### config.mk
export PLATFORM = sky130hd
export DESIGN_NAME = fpi_cmd
export DESIGN_NICKNAME = d
export VERILOG_FILES = /design/src/verilog/fpi_cmd.v
export VERILOG_INCLUDE_DIRS = /design/src /design/src/verilog
export SDC_FILE = /design/constraint.sdc
export NUM_CORES = 1
export LEC_CHECK = 0
export BUFFER_PORTS_ARGS = -buffer_cell sky130_fd_sc_hd__clkbuf_2
export CORE_AREA = 2 2 181 272
export CTS_CLUSTER_DIAMETER = 30
export CTS_CLUSTER_SIZE = 24
export DETAILED_ROUTE_END_ITERATION = 7
export DIE_AREA = 0 0 183 274
export PLACE_DENSITY = 0.8
export SLEW_MARGIN = 30
export SYNTH_ARGS = -nofsm -noshare
export SYNTH_HDL_FRONTEND = slang
export SYNTH_SLANG_ARGS = --single-unit
### constraint.sdc
create_clock -name clk -period 4.7 [get_ports clk]
set_input_delay 0.47 -clock clk [delete_from_list [all_inputs] [get_ports clk]]
set_output_delay 0.47 -clock clk [all_outputs]
set_load 0.005 [all_outputs]
### src/verilog/fpi_regs.vh
/*
 * Constants of the fieldbus process-image command block: image byte
 * offsets, command codes, field positions, settings and reset values.
 * Assumes inclusion by its bare name from the design file and the testbench.
 */
`ifndef FPI_REGS_VH
`define FPI_REGS_VH

// read image byte offsets
`define FPI_RD_GROSS      4'h0
`define FPI_RD_NET        4'h4
`define FPI_RD_XCHG       4'h8
`define FPI_RD_STATUS     4'hc
`define FPI_RD_INSTAT     4'he
`define FPI_RD_OUTSTAT    4'hf
// write image byte offsets
`define FPI_WR_CMD        3'h0
`define FPI_WR_OUTCMD     3'h2
`define FPI_WR_XCHG       3'h4

// command codes
`define FPI_CMD_NONE      16'h0000
`define FPI_CMD_CAL_ZERO  16'h0064
`define FPI_CMD_CAL_FIRST 16'h0065
`define FPI_CMD_SMP_READ  16'h0066
`define FPI_CMD_SMP_WRITE 16'h0067
`define FPI_CMD_CAL_CANCEL 16'h0068
`define FPI_CMD_CAL_ADD   16'h006a
`define FPI_CMD_ID_SEND   16'h0078
`define FPI_CMD_PW_SEND   16'h0079
`define FPI_CMD_SEED_READ 16'h007a
`define FPI_CMD_CODE_READ 16'h007b
`define FPI_CMD_CODE_WRITE 16'h007c

// output command word fields
`define FPI_OUT_FORCE_BIT 15
`define FPI_NUM_OUTPUTS   3
`define FPI_NUM_INPUTS    2

// calibration table depth and index width
`define FPI_CAL_POINTS    8
`define FPI_CAL_IDX_W     3
`define FPI_CAL_CNT_W     4

// link rate codes
`define FPI_RATE_125      2'h0
`define FPI_RATE_250      2'h1
`define FPI_RATE_500      2'h2

// node address limits and defaults
`define FPI_ADDR_MIN      6'h01
`define FPI_ADDR_MAX      6'h3f
`define FPI_ADDR_RESET    6'h01
`define FPI_RATE_RESET    2'h0
`define FPI_SWAP_RESET    1'b0

// result codes returned by sample read
`define FPI_RES_OK        32'h00000000
`define FPI_RES_DUP       32'h00000001
`define FPI_RES_ZERO      32'h00000002
`define FPI_RES_FULL      32'h00000003
`define FPI_RES_LOCKED    32'h00000004

`endif

### src/verilog/fpi_cmd.v
/*
 * Fieldbus process-image command interpreter, slave side. Decodes the
 * 8-byte write image, builds the 16-byte read image and runs the
 * unlock and sample-weight calibration commands.
 * A command acts once, on the frame in which the command word changes
 * to a nonzero code; the exchange word of that same frame is its
 * operand. Read-type commands park their answer in the read exchange
 * word, where it stays until the next read-type command. Calibration
 * stores report a result code that the sample-read command returns.
 * The calibration table only remembers the points; fitting a curve
 * through them is left to the weighing core, which reads the count,
 * the zero reference and the real-calibration flag.
 * Assumes the link controller hands over a complete, aligned write image
 * on each wr_valid pulse in clk's domain, and samples the read image at
 * any time. Weight, status and pin levels come from the rest of the
 * instrument; the input pins are asynchronous and synchronised here.
 */
// What this block does
// - seed read gives zero once access granted
// - access starts disabled after every reset
// - calibration commands need qualified access
// - 100 captures zero reference for calibration
// - 101 stores first point, resets count to one
// - 106 appends a point, keeps others
// - at most eight calibration points
// - refuse duplicate or zero sample values
// - 102 returns zero after successful store
// - 104 reverts to theoretical, keeps zero
// - sample word is signed two's complement
// - link rate 125, 250 or 500, default 125
// - node address 1 to 63, default 1
// - byte swap yes big-endian, no little-endian
// - read image layout gross, net, exchange, status
// - write image layout command, outputs, exchange
// - weights as magnitudes, signs in status
// - status bytes mirror inputs and outputs
// - command bits drive master-controlled outputs
// - force bit gives master every output
`timescale 1ns/1ps
`default_nettype none
`include "fpi_regs.vh"

module fpi_cmd
(
    input  wire         clk,
    input  wire         nrst,
    input  wire [63:0]  wr_image,
    input  wire         wr_valid,
    output wire [127:0] rd_image,
    input  wire [31:0]  gross_mag,
    input  wire [31:0]  net_mag,
    input  wire [15:0]  weight_status,
    input  wire [31:0]  raw_weight,
    input  wire [1:0]   input_pin,
    input  wire [2:0]   local_out,
    input  wire [2:0]   master_controlled_output_mode,
    output reg  [2:0]   output_drive,
    input  wire [5:0]   cfg_node_addr,
    input  wire [1:0]   cfg_link_rate,
    input  wire         cfg_byte_order,
    input  wire         cfg_apply,
    output reg  [5:0]   node_addr,
    output reg  [1:0]   link_rate,
    output reg          byte_order_select,
    output reg          qualified_access,
    output reg          real_cal_active,
    output reg  [31:0]  cal_zero,
    output reg  [3:0]   cal_count,
    input  wire [31:0]  seed_value,
    input  wire [31:0]  expected_password
);

    // one-hot states of the unlock sequence
    // grant is the only state that opens calibration
    localparam [3:0] UL_IDLE  = 4'b0001;
    localparam [3:0] UL_IDOK  = 4'b0010;
    localparam [3:0] UL_SEED  = 4'b0100;
    localparam [3:0] UL_GRANT = 4'b1000;

    // latched write image; the exchange word is used on arrival
    reg  [15:0] cmd_q;
    reg  [15:0] outcmd_q;
    // read exchange word and command side state
    reg  [31:0] rx_q;
    reg  [31:0] code_q;
    reg  [31:0] sample_q;
    reg  [31:0] result_q;
    reg  [3:0]  ul_q;
    reg  [3:0]  ul_d;
    // input pin synchroniser
    reg  [1:0]  in_meta_q;
    reg  [1:0]  in_sync_q;
    // calibration points and their duplicate comparators
    reg  [31:0] cal_pt_q [0:7];
    reg  [7:0]  dup_hit;
    // one loop index per process, so no variable has two writers
    integer     i;
    integer     j;
    integer     k;

    // swap a word into the image byte order
    // byte 0 of each field is the low byte unless byte swap is on
    function [31:0] order32;
        input [31:0] v;
        input        big;
        begin
            order32 = big ? {v[7:0], v[15:8], v[23:16], v[31:24]} : v;
        end
    endfunction

    function [15:0] order16;
        input [15:0] v;
        input        big;
        begin
            order16 = big ? {v[7:0], v[15:8]} : v;
        end
    endfunction

    // verdict of a sample store, checked in priority order; a first
    // point never meets a duplicate or a full table, so the caller
    // passes zero for those two
    function [31:0] store_code;
        input        granted;
        input [31:0] smp;
        input        dup;
        input        full;
        begin
            if (!granted)
                store_code = `FPI_RES_LOCKED;
            else if (smp == 32'h00000000)
                store_code = `FPI_RES_ZERO;
            else if (dup)
                store_code = `FPI_RES_DUP;
            else if (full)
                store_code = `FPI_RES_FULL;
            else
                store_code = `FPI_RES_OK;
        end
    endfunction

    // decode write image fields in the selected byte order
    // fixed write layout
    wire [15:0] new_cmd    = order16(wr_image[15:0], byte_order_select);
    wire [15:0] new_outcmd = order16(wr_image[31:16], byte_order_select);
    wire [31:0] new_wx     = order32(wr_image[63:32], byte_order_select);

    // a frame that repeats the code is a no-op, hence the zero that
    // the master sends between two equal commands
    // edge of a changed, nonzero command
    wire cmd_go = wr_valid && (new_cmd != cmd_q)
                  && (new_cmd != `FPI_CMD_NONE);

    // latch command and output words; the edge detector needs the
    // previous command, the output logic the standing output word
    always @(posedge clk)
    begin
        if (!nrst)
        begin
            cmd_q    <= 16'h0000;
            outcmd_q <= 16'h0000;
        end
        else if (wr_valid)
        begin
            cmd_q    <= new_cmd;
            outcmd_q <= new_outcmd;
        end
    end

    // input pins are asynchronous, two flops before use
    // the first flop may go metastable; only the second is read
    always @(posedge clk)
    begin
        if (!nrst)
        begin
            in_meta_q <= 2'h0;
            in_sync_q <= 2'h0;
        end
        else
        begin
            in_meta_q <= input_pin;
            in_sync_q <= in_meta_q;
        end
    end

    // output drive: master bits win when forced or in master mode
    // registered, so the pins never see a decode glitch
    always @(posedge clk)
    begin
        if (!nrst)
            output_drive <= 3'h0;
        else
            for (j = 0; j < `FPI_NUM_OUTPUTS; j = j + 1)
                if (outcmd_q[`FPI_OUT_FORCE_BIT])
                    output_drive[j] <= outcmd_q[j];
                else if (master_controlled_output_mode[j])
                    output_drive[j] <= outcmd_q[j];
                else
                    output_drive[j] <= local_out[j];
    end

    // settings are applied together, like leaving the setup menu;
    // an out-of-range address or rate is ignored, old value kept
    always @(posedge clk)
    begin
        if (!nrst)
        begin
            node_addr         <= `FPI_ADDR_RESET;
            link_rate         <= `FPI_RATE_RESET;
            byte_order_select <= `FPI_SWAP_RESET;
        end
        else if (cfg_apply)
        begin
            if (cfg_node_addr >= `FPI_ADDR_MIN)
                node_addr <= cfg_node_addr;
            if (cfg_link_rate <= `FPI_RATE_500)
                link_rate <= cfg_link_rate;
            byte_order_select <= cfg_byte_order;
        end
    end

    // unlock sequence next state; master keeps the order of steps
    // a wrong password drops back to idle; grant is sticky until
    // reset, which stands for power-off
    always @*
    begin
        ul_d = ul_q;
        if (cmd_go)
            case (ul_q)
                UL_IDLE, UL_IDOK, UL_SEED:
                    if (new_cmd == `FPI_CMD_ID_SEND)
                        ul_d = UL_IDOK;
                    else if (new_cmd == `FPI_CMD_PW_SEND)
                        ul_d = (ul_q != UL_IDLE
                                && code_q == expected_password)
                               ? UL_GRANT : UL_IDLE;
                    else if (new_cmd == `FPI_CMD_SEED_READ
                             && ul_q == UL_IDOK)
                        ul_d = UL_SEED;
                UL_GRANT:
                    ul_d = UL_GRANT;
                default:
                    ul_d = UL_IDLE;
            endcase
    end

    // duplicate search over stored points; slots above the count hold
    // stale values from an earlier calibration and are masked off
    always @*
    begin
        for (k = 0; k < `FPI_CAL_POINTS; k = k + 1)
            dup_hit[k] = (k < cal_count) && (cal_pt_q[k] == sample_q);
    end

    // store verdicts; a full table is only possible for an added point
    wire [31:0] first_code = store_code(qualified_access, sample_q,
                                        1'b0, 1'b0);
    wire [31:0] add_code   = store_code(qualified_access, sample_q,
                                        |dup_hit,
                                        cal_count == `FPI_CAL_POINTS);

    // command execution; reset stands in for power-off
    always @(posedge clk)
    begin
        if (!nrst)
        begin
            ul_q             <= UL_IDLE;
            qualified_access <= 1'b0;
            code_q           <= 32'h00000000;
            sample_q         <= 32'h00000000;
            result_q         <= `FPI_RES_LOCKED;
            rx_q             <= 32'h00000000;
            real_cal_active  <= 1'b0;
            cal_zero         <= 32'h00000000;
            cal_count        <= 4'h0;
            // cleared too, so a new session never sees old points
            for (i = 0; i < `FPI_CAL_POINTS; i = i + 1)
                cal_pt_q[i] <= 32'h00000000;
        end
        else
        begin
            ul_q             <= ul_d;
            qualified_access <= (ul_d == UL_GRANT);
            // commands act once, on the frame that brings a new code
            if (cmd_go)
                case (new_cmd)
                    `FPI_CMD_CODE_WRITE:
                        code_q <= new_wx;
                    `FPI_CMD_CODE_READ:
                        rx_q <= code_q;
                    `FPI_CMD_SEED_READ:
                        rx_q <= (ul_q == UL_GRANT) ? 32'h00000000
                                                   : seed_value;
                    `FPI_CMD_SMP_WRITE:
                        sample_q <= new_wx;
                    `FPI_CMD_SMP_READ:
                        rx_q <= result_q;
                    `FPI_CMD_CAL_ZERO:
                        if (qualified_access)
                            cal_zero <= raw_weight;
                    `FPI_CMD_CAL_FIRST:
                    begin
                        result_q <= first_code;
                        // older points are only hidden by the count
                        if (first_code == `FPI_RES_OK)
                        begin
                            cal_pt_q[0]     <= sample_q;
                            cal_count       <= 4'h1;
                            real_cal_active <= 1'b1;
                        end
                    end
                    `FPI_CMD_CAL_ADD:
                    begin
                        result_q <= add_code;
                        // count is below eight whenever add_code is ok
                        if (add_code == `FPI_RES_OK)
                        begin
                            cal_pt_q[cal_count[2:0]] <= sample_q;
                            cal_count       <= cal_count + 4'h1;
                            real_cal_active <= 1'b1;
                        end
                    end
                    `FPI_CMD_CAL_CANCEL:
                        if (qualified_access)
                        begin
                            cal_count       <= 4'h0;
                            real_cal_active <= 1'b0;
                        end
                    default:
                        rx_q <= rx_q;
                endcase
        end
    end

    // low bits mirror pins, rest zero
    wire [7:0] in_stat  = {6'h00, in_sync_q};
    wire [7:0] out_stat = {5'h00, output_drive};

    // read image; weights arrive as magnitudes, signs in status word
    // weights and status pass straight through so the master always
    // reads the newest measurement; only the exchange word is held
    // fixed read layout
    assign rd_image = {out_stat, in_stat,
                       order16(weight_status, byte_order_select),
                       order32(rx_q, byte_order_select),
                       order32(net_mag, byte_order_select),
                       order32(gross_mag, byte_order_select)};

endmodule
`default_nettype wire

# == Yosys cells after proc, flatten, opt, wreduce, memory -nomap -nowiden ==
# Memories as Yosys holds them, arrays and structs flattened.
# Cells that the tools add are included.
# classes
add_sub_neg,1
mul,0
div_mod_pow,0
magnitude_cmp,10
n_eq_ne,31
shift,0
mux,51
bitwise_logic,1
n_reduce_logical,30
# ops
op,count
$eq A32 B32 Y1,9
$mux W32,7
$eq A16 B7 Y1 const B,11
$logic_not A32 Y1,3
$pmux W32 S3,1
$pmux W32 S2,1
$mux W16,3
$mux W4,8
$reduce_or A32 Y1,1
$mux W1,21
$lt A3 B4 Y1 const A,4
$ne A16 B16 Y1,1
$reduce_bool A16 Y1,1
$eq A4 B4 Y1 const B,3
$logic_and A1 B1 Y1,12
$pmux W4 S3,1
$reduce_and A2 Y1,6
$mux W3,3
$lt A1 B4 Y1 const A,2
$lt A2 B4 Y1 const A,2
$mux W2,4
$pmux W4 S2,1
$reduce_or A8 Y1,1
$ge A6 B1 Y1 const B,1
14 further kinds,17
# word_totals
ff_bits,218
latchBits,0
mem_bits_rw,256
rom_bits,0
input_bits,261
output_inout_bits,178
word_cells,142
mem_count,1
# mem_list
memory,depth,width,rd,rd_clocked_by_memory_dff,write_ports,line,rtl
cal_pt_q,8,32,8,0,8,fpi_cmd.v:94,reg [31:0] cal_pt_q [0:7];

# == Logic depth before layout (Yosys ltp) ==
# Gate-level depths: netlist of run 1.
# An unclocked memory read counts as a cell.
# depth
word_depth,15
ltp_mapped,13
depth_no_buf,10

# == Worst setup path after synthesis of run 1 ==
# Ideal clock, no wire load.
# synth_path
path_kind,reg2reg
from,reg byte_order_select
to,"mem cal_pt_q[0][0], enable pin"
t_arrival_ns,3.487
t_required_ns,4.269
slack_ns,0.782
path_stages_with_launch,10
synth_period_minus_slack_ns,3.918
cell_sequence,dfxtp_1 -> buf_2 -> buf_4 -> inv_1 -> nor2_1 -> a21oi_1 -> o41ai_1 -> a2111o_1 -> buf_2 -> o211ai_1
# synth_rtl
item,line,rtl
start: declaration,fpi_cmd.v:64,"output reg byte_order_select,"
start signal: assignment,fpi_cmd.v:209,byte_order_select <= `FPI_SWAP_RESET;
start signal: assignment,fpi_cmd.v:217,byte_order_select <= cfg_byte_order;
end: declaration,fpi_cmd.v:94,

==> metrics.md, run 1 <==
| Metric | Value |
|---|---|
| Status | finished, final reports clean |
| Worst EP required | 4.95 ns |
| Crit path max fanout | 38 |
| Clock latency at the later pin of the worst-skew pair | 0.61 ns |
| Part of the cycle the worst path needs | 89.99% |
| Antenna viol nets, final | 0 |
| Setup repair bufs after CTS | 0 |
| Worst slew margin | 37.32% |
| Vias | 18890 |
| Main flop type after synthesis | edfxtp_1 |
| Setup TNS | 0 ns |
| CTS tree | done |
| Root Buffer | clkbuf_16 |
| Design area | 27840 um2 |
| Global route overflow | 0 |
| Mean post-synth cell area | 10.05 um2 |
| Routed vias/inst | 5.707 |
| Skew final | 0.03525 ns |
| RSZ-0062 raised after global routing | no |
| Initial antenna violation count | 9 |
| Peak Freq | 236.4 MHz |
| Io pins | 439 |
| WHS | 0.08427 ns |
| Final non-filler cell total | 3309 |
| Cells after Synth | 2257 |
| Reg2reg start | byte_order_select |
| Yosys top cell area share | 33.91% |
| # rows | 99 |
| Final nets | 2903 |
| Clock network fraction of design power | 51.2% |
| Drc violations | 0 |
| Max-cap violations | 0 |
| GR Util All Layers | 29.21% |
| Startpoint class of the critical path | register |
| Final total power | 10.13 mW |
| Switch Pwr | 2.484 mW |
| Leakage | 10.38 nW |
| # fillers | 3892 |
| Clk sink count | 433 |
| Int Power | 7.644 mW |
| Die W | 183 um |
| Ys Warns | 0 |
| Buffers & Inverters on Critical Path | 2 |
| Combinational Power Share | 7.1% |
| Vias in the first global route | 18450 |
| Final setup viols | 0 |
| Peak supply drop | 0.0002700 V |
| Critical-path top delay cell | nor4_4 |
| CP endpoint kind | register |
| Post-synthesis sequential area ratio | 49.53% |
| Final hold vios | 0 |
| Cts bufs inserted | 71 |
| Share of cells above drive strength 1 | 29.39% |
| Cell Chain, Critical Path | mux2i_1 > nand2_1 > nor4_2 > nand4_2 > nor4_4 > buf_4 > nand2b_1 > buf_4 |
| Dpl ws | 0.4765 ns |
| GPL Wtd Cong | 0.9641 |
| Die height | 274 um |
| Synth unique cells | 60 |
| Iteration count of the initial detailed-routing pass | 5 |
| HPWL Detailed | 53.21 mm |
| IO Port Bufs | 419 |
| 1st-iter DRT viols | 1771 |
| Switching portion of total power | 24.52% |
| Placement Cell Area | 25420 um2 |
| WL final | 74.96 mm |
| Pwr Density | 363.8 nW/um2 |
| Netlist Area Pre-Place | 22670 um2 |
| CP max stage delay | 0.71 ns |
| Hold crit path type | in -> reg |
| Layout area overhead | 22.80% |
| Final-report max-slew violation count | 0 |
| Yosys reg bits | 433 |
| Async S/R FF share, synth | 0% |
| Reg power frac | 41.7% |
| CTS Hold Bufs | 0 |
| Final worst path period need | 4.230 ns |
| Routed WL per cell | 22.65 um |
| Most used cell, CP | buf_4 |
| Most common cell in the netlist | nand2_1 |
| Worst Setup SP | byte_order_select |
| First-pass GRT wire length | 108.9 mm |
| Initial Util | 47.18% |
| Core area | 48060 um2 |
| Die area | 50140 um2 |
| Critical Path AT | 4.48 ns |
| Hold_sp | input_pin[0] |
| Clock buffer depth | 3 |
| Crit-path leading delay family | simple AND/OR/NAND/NOR gates |
| Commonest cells post-synth | nand2_1, edfxtp_1, xnor2_1 |
| Leading area contributor after synthesis | edfxtp_1 |
| H-tree depth | 3 |
| Synth top area cells | edfxtp_1, dfxtp_1, xnor2_1 |
| Number of synthesized flops with an enable pin | 256 |
| CTS resizes | 0 |
| Worst slew pin tran | 0.9390 ns |
| Final WS setup | 0.4702 ns |
| Largest net degree at the start of global routing | 152 |
| Final Core Density | 57.93% |
| Inst Count DP | 3172 |
| Setup Crit Path Kind | reg -> reg |
| CTS clk-pin slew, worst paths | 0.05 ns |
-- final timing paths --
| path | slack, ns | end | depth (start not counted) |
|---|---|---|---|
| setup / recovery | 0.47 | cal_pt_q[5][27] | 8 |
| hold / removal | 0.08 | in_meta_q[0] | 2 |
| setup reg to reg | 0.47 | cal_pt_q[5][27] | 8 |
| hold reg to reg | 0.43 | in_sync_q[1] | 1 |
-- metal layers --
layer	vias to the layer above	track usage (%)	share of wire [%]
li1	8486	-	-
met1	9033	31.18	33
met2	1109	51.55	50
met3	253	7.265	10
met4	4	18.29	6.3
met5	-	0	0.035
-- final cells by class --
class	instances	area (um2)	area share, %
inverter	11	43.79	0.1573
multi-input combinational	1629	10700	38.44
tap	606	758.2	2.723
clock inverter	49	461.7	1.658
clock buffer	83	1948	6.997
timing repair buffer	493	2681	9.630
antenna	5	12.51	0.04494
sequential	433	11230	40.35
-- sequential cells by signal (all words and copies together), names as in the netlist --
signal,cells
real_cal_active,1
node_addr,6
in_meta_q,2
outcmd_q,4
cal_count,4
cal_pt_q,256
qualified_access,1
sample_q,32
ul_q,4
in_sync_q,2
byte_order_select,1
output_drive,3
cmd_q,16
link_rate,2
rx_q,32
code_q,32
result_q,3
cal_zero,32
-- power groups by stage --
| stage | clock (mW) | sequential [mW] | combinational [mW] |
|---|---|---|---|
| 5_1_grt | 5.38 | 4.24 | 0.767 |
| 2_1_floorplan | 0 | 4.28 | 0.399 |
| 3_5_place_dp | 0 | 4.30 | 0.711 |
| 6_report | 5.18 | 4.22 | 0.719 |
| 4_1_cts | 5.21 | 4.23 | 0.717 |
| 3_3_place_gp | 0 | 4.29 | 0.695 |
-- cells in the final DEF (no fill, tap or decap), types with 6 or more instances in the layout --
master	n
clkbuf_2	419
dfxtp_1	176
nor3_1	25
nor2_1	55
nand3_1	17
inv_8	6
nand4_1	67
nor4_1	32
xnor2_1	249
a21oi_1	152
or3_1	6
mux2_2	147
nor4bb_1	8
mux2i_1	21
o211ai_1	7
a211oi_1	27
nor2b_1	34
clkbuf_16	76
buf_4	71
edfxtp_1	256
nand2b_1	8
inv_1	10
inv_6	12
and2_1	235
nand2_1	382
conb_1	11
xor2_1	48
o21ai_0	19
clkinv_4	6
clkinv_2	8
clkinvlp_4	10
-- cells by family after synthesis --
group / count (synthesis) / share of synthesized area [%]
xor+xnor: 297 / 11.47
other cells: 1 / 0.01654
compound gates: 239 / 6.120
mux: 168 / 8.228
fa+ha+maj: 3 / 0.1656
flops: 433 / 49.53
simple gates: 911 / 20.66
buf+inv: 205 / 3.802
Power figures use the tool's default switching activity.
==> inputs of run 2 (changes only) <==
--- a/config.mk
+++ b/config.mk
@@ -6,12 +6,13 @@
 export SDC_FILE = /design/constraint.sdc
 export NUM_CORES = 1
 export LEC_CHECK = 0
+export ABC_AREA = 1
 export BUFFER_PORTS_ARGS = -buffer_cell sky130_fd_sc_hd__clkbuf_2
-export CORE_AREA = 2 2 181 272
+export CORE_AREA = 2 2 182 274
 export CTS_CLUSTER_DIAMETER = 30
 export CTS_CLUSTER_SIZE = 24
 export DETAILED_ROUTE_END_ITERATION = 7
-export DIE_AREA = 0 0 183 274
+export DIE_AREA = 0 0 184 276
 export PLACE_DENSITY = 0.8
 export SLEW_MARGIN = 30
 export SYNTH_ARGS = -nofsm -noshare
==> run 2 against run 1 <==
Against the previous run:
- sequential share of layout area increased by 0.30 points
- final area fell by 0.73%
- clock skew down 0.0066 ns
- setup slack improved by 0.35 ns
- maximum frequency grew 9.0%
- combinational power is 4.9% higher
- synthesized cell count rose by 25%
- first-iteration DRC count increased by 33%
- global-route usage is 0.63 points higher
- die area is 1.3% higher
- non-clock buffer count decreased by 29
- critical path type unchanged
- critical endpoint is now cal_pt_q[0][10]
- largest cell class unchanged
- highest routed layer unchanged
==> metrics.md, run 2 <==
| Metric | Value |
|---|---|
| Placement Cell Area | 25280 um2 |
| Commonest non-fill, non-tap cell in the layout | nand2_1 |
| Initial antenna violation count | 13 |
| WHS | 0.05256 ns |
| Routed WL per cell | 20.02 um |
| Cts bufs inserted | 71 |
| Crit path max fanout | 22 |
| Hold_sp | input_pin[0] |
| Critical Path AT | 4.20 ns |
| First-pass GRT wire length | 113.9 mm |
| Final WS setup | 0.8210 ns |
| Reg2reg start | sample_q[22] |
| Setup TNS | 0 ns |
| Clock buffer depth | 3 |
| Mean post-synth cell area | 8.192 um2 |
| Dpl ws | 1.068 ns |
| Final hold vios | 0 |
| # rows | 99 |
| Max FFs per register | 256 |
| Worst slew pin tran | 1.136 ns |
| RSZ-0062 raised after global routing | no |
| Design area | 27640 um2 |
| Vias | 20960 |
| Io pins | 439 |
| Met3 Resource Use GR | 6.230% |
| Yosys reg bits | 433 |
| Ys Warns | 0 |
| H-tree depth | 3 |
| CTS Hold Bufs | 0 |
| Largest net degree at the start of global routing | 104 |
| Commonest cells post-synth | nand2_1, nor2_1, edfxtp_1 |
| Main flop type after synthesis | edfxtp_1 |
| Hold crit path type | in -> reg |
| CTS clk-pin slew, worst paths | 0.05 ns |
| Synth unique cells | 49 |
| Yosys top cell area share | 33.34% |
| Worst EP required | 5.02 ns |
| Worst slew margin | 23.49% |
| Post-synthesis sequential area ratio | 48.70% |
| Most common cell in the netlist | nand2_1 |
| Peak Freq | 257.8 MHz |
| Die W | 184 um |
| Clock latency at the later pin of the worst-skew pair | 0.60 ns |
| 1st-iter DRT viols | 2356 |
| Skew final | 0.02864 ns |
| Final setup viols | 0 |
| Busiest metal layer after global routing | met2 |
| Status | finished, final reports clean |
| M2 GR Usage | 50.89% |
| Pwr Density | 362.4 nW/um2 |
| Clk sink count | 433 |
| CTS tree | done |
| Startpoint class of the critical path | register |
| Part of the cycle the worst path needs | 82.53% |
| Vias in the first global route | 19730 |
| Core area | 48310 um2 |
| Die area | 50780 um2 |
| Final total power | 10.02 mW |
| Drc violations | 0 |
| Leakage | 11.31 nW |
| CP endpoint kind | register |
| Number of synthesized flops with an enable pin | 256 |
| Setup repair bufs after CTS | 0 |
| GPL Wtd Cong | 0.9769 |
| Final nets | 3446 |
| Layout area overhead | 19.86% |
| Final-report max-slew violation count | 0 |
| Most frequent cells in the layout | nand2_1, clkbuf_2, nor2_1, edfxtp_1, o21ai_0 |
| Share of cells above drive strength 1 | 21.61% |
| Peak supply drop | 0.0003256 V |
| Netlist Area Pre-Place | 23060 um2 |
| Die height | 276 um |
| CTS resizes | 0 |
| Synth top area cells | edfxtp_1, dfxtp_1, nand2_1 |
| Worst Setup SP | sample_q[22] |
| Setup Crit Path Kind | reg -> reg |
| IO Port Bufs | 419 |
| Async S/R FF share, synth | 0% |
| Reg with most FFs | cal_pt_q |
| HPWL Detailed | 55.92 mm |
| Worst R2R Setup Slack | 0.82 ns |
| Hold Path Stages | 3 |
| FF-to-FF End | cal_pt_q[0][10] |
| Final worst path period need | 3.879 ns |
| Iteration count of the initial detailed-routing pass | 6 |
| Worst Hold End | in_meta_q[0] |
| Max-cap violations | 0 |
| Worst Reg-to-Reg Cells | 14 |
| Leading area contributor after synthesis | edfxtp_1 |
| GR Util All Layers | 29.84% |
| WL final | 77.18 mm |
| Initial Util | 47.74% |
| Grt met1 use | 34.15% |
| Global route overflow | 0 |
| Root Buffer | clkbuf_16 |
| Routed vias/inst | 5.437 |
| Antenna viol nets, final | 0 |
| Cells after Synth | 2815 |
run 2: cell count changes after synthesis, sizes merged, moves of 27 or more:
cell,delta
buf,+69
nor4,-34
nand2,+306
nor2,+380
nand3,+46
clkbuf,-83
nor2b,-34
xnor2,-117
and2,-234
o21ai,+239
mux2,-147
a21oi,-27
a31oi,+31
inv,+251
run 2: cell type report:
| type | count | area (um2) |
|---|---|---|
| antenna | 10 | 25.02 |
| clock buffer | 77 | 1862 |
| clock inverter | 53 | 467.9 |
| fill | 4196 | 20670 |
| inverter | 272 | 1032 |
| multi-input combinational | 1940 | 9782 |
| sequential | 433 | 11230 |
| tap | 606 | 758.2 |
| timing repair buffer | 464 | 2479 |
run 2: per-layer routing:
layer | part of all wire [%] | routed length [um]
met1 | 34 | 26380
met2 | 49 | 37770
met3 | 11 | 8388
met4 | 6.0 | 4599
met5 | 0.053 | 41
run 2: how the worst max path moves through the flow:
| stage | to | slack [ns] |
|---|---|---|
| 2_1_floorplan | cal_pt_q[1][0] | 1.51 |
| 3_3_place_gp | cal_pt_q[0][9] | 1.12 |
| 3_5_place_dp | cal_pt_q[0][12] | 1.07 |
| 4_1_cts | rd_image[8] | 0.90 |
| 5_1_grt | rd_image[8] | 0.79 |
| 6_report | cal_pt_q[0][10] | 0.82 |
run 2: cells by family after synthesis:
group	share of synthesized area, %
and+or+nand+nor	24.07
buffers and inverters	9.148
AOI/OAI and AO/OA	10.11
DFF	48.70
xor gates and xnor gates	7.786
adders and majority gates	0.1628
other	0.01626
run 2: where the power goes:
group	internal, mW	total [mW]	switching [mW]
Combinational	0.278	0.754	0.476
Clock	3.02	5.05	2.03
Sequential	4.15	4.21	0.0679
run 2: critical path, stage by stage (launching register included):
cell,delay [ns]
dfxtp_1,0.75
clkinv_1,0.58
nand2_1,0.18
nand2_1,0.07
nor2_1,0.18
nand3_1,0.13
nor2_1,0.17
nand3_1,0.09
nand2_1,0.08
nor2_2,0.07
nand3_1,0.20
nor2_8,0.11
nand4_4,0.09
nand3_1,0.50
buf_12,0.40
run 2: through the flow:
step,utilization [%],cells
2_1_floorplan,-,2825
3_3_place_gp,52.32,3715
3_5_place_dp,52.32,3715
4_1_cts,57.15,3845
5_1_grt,57.19,3851
6_report,57.22,3855
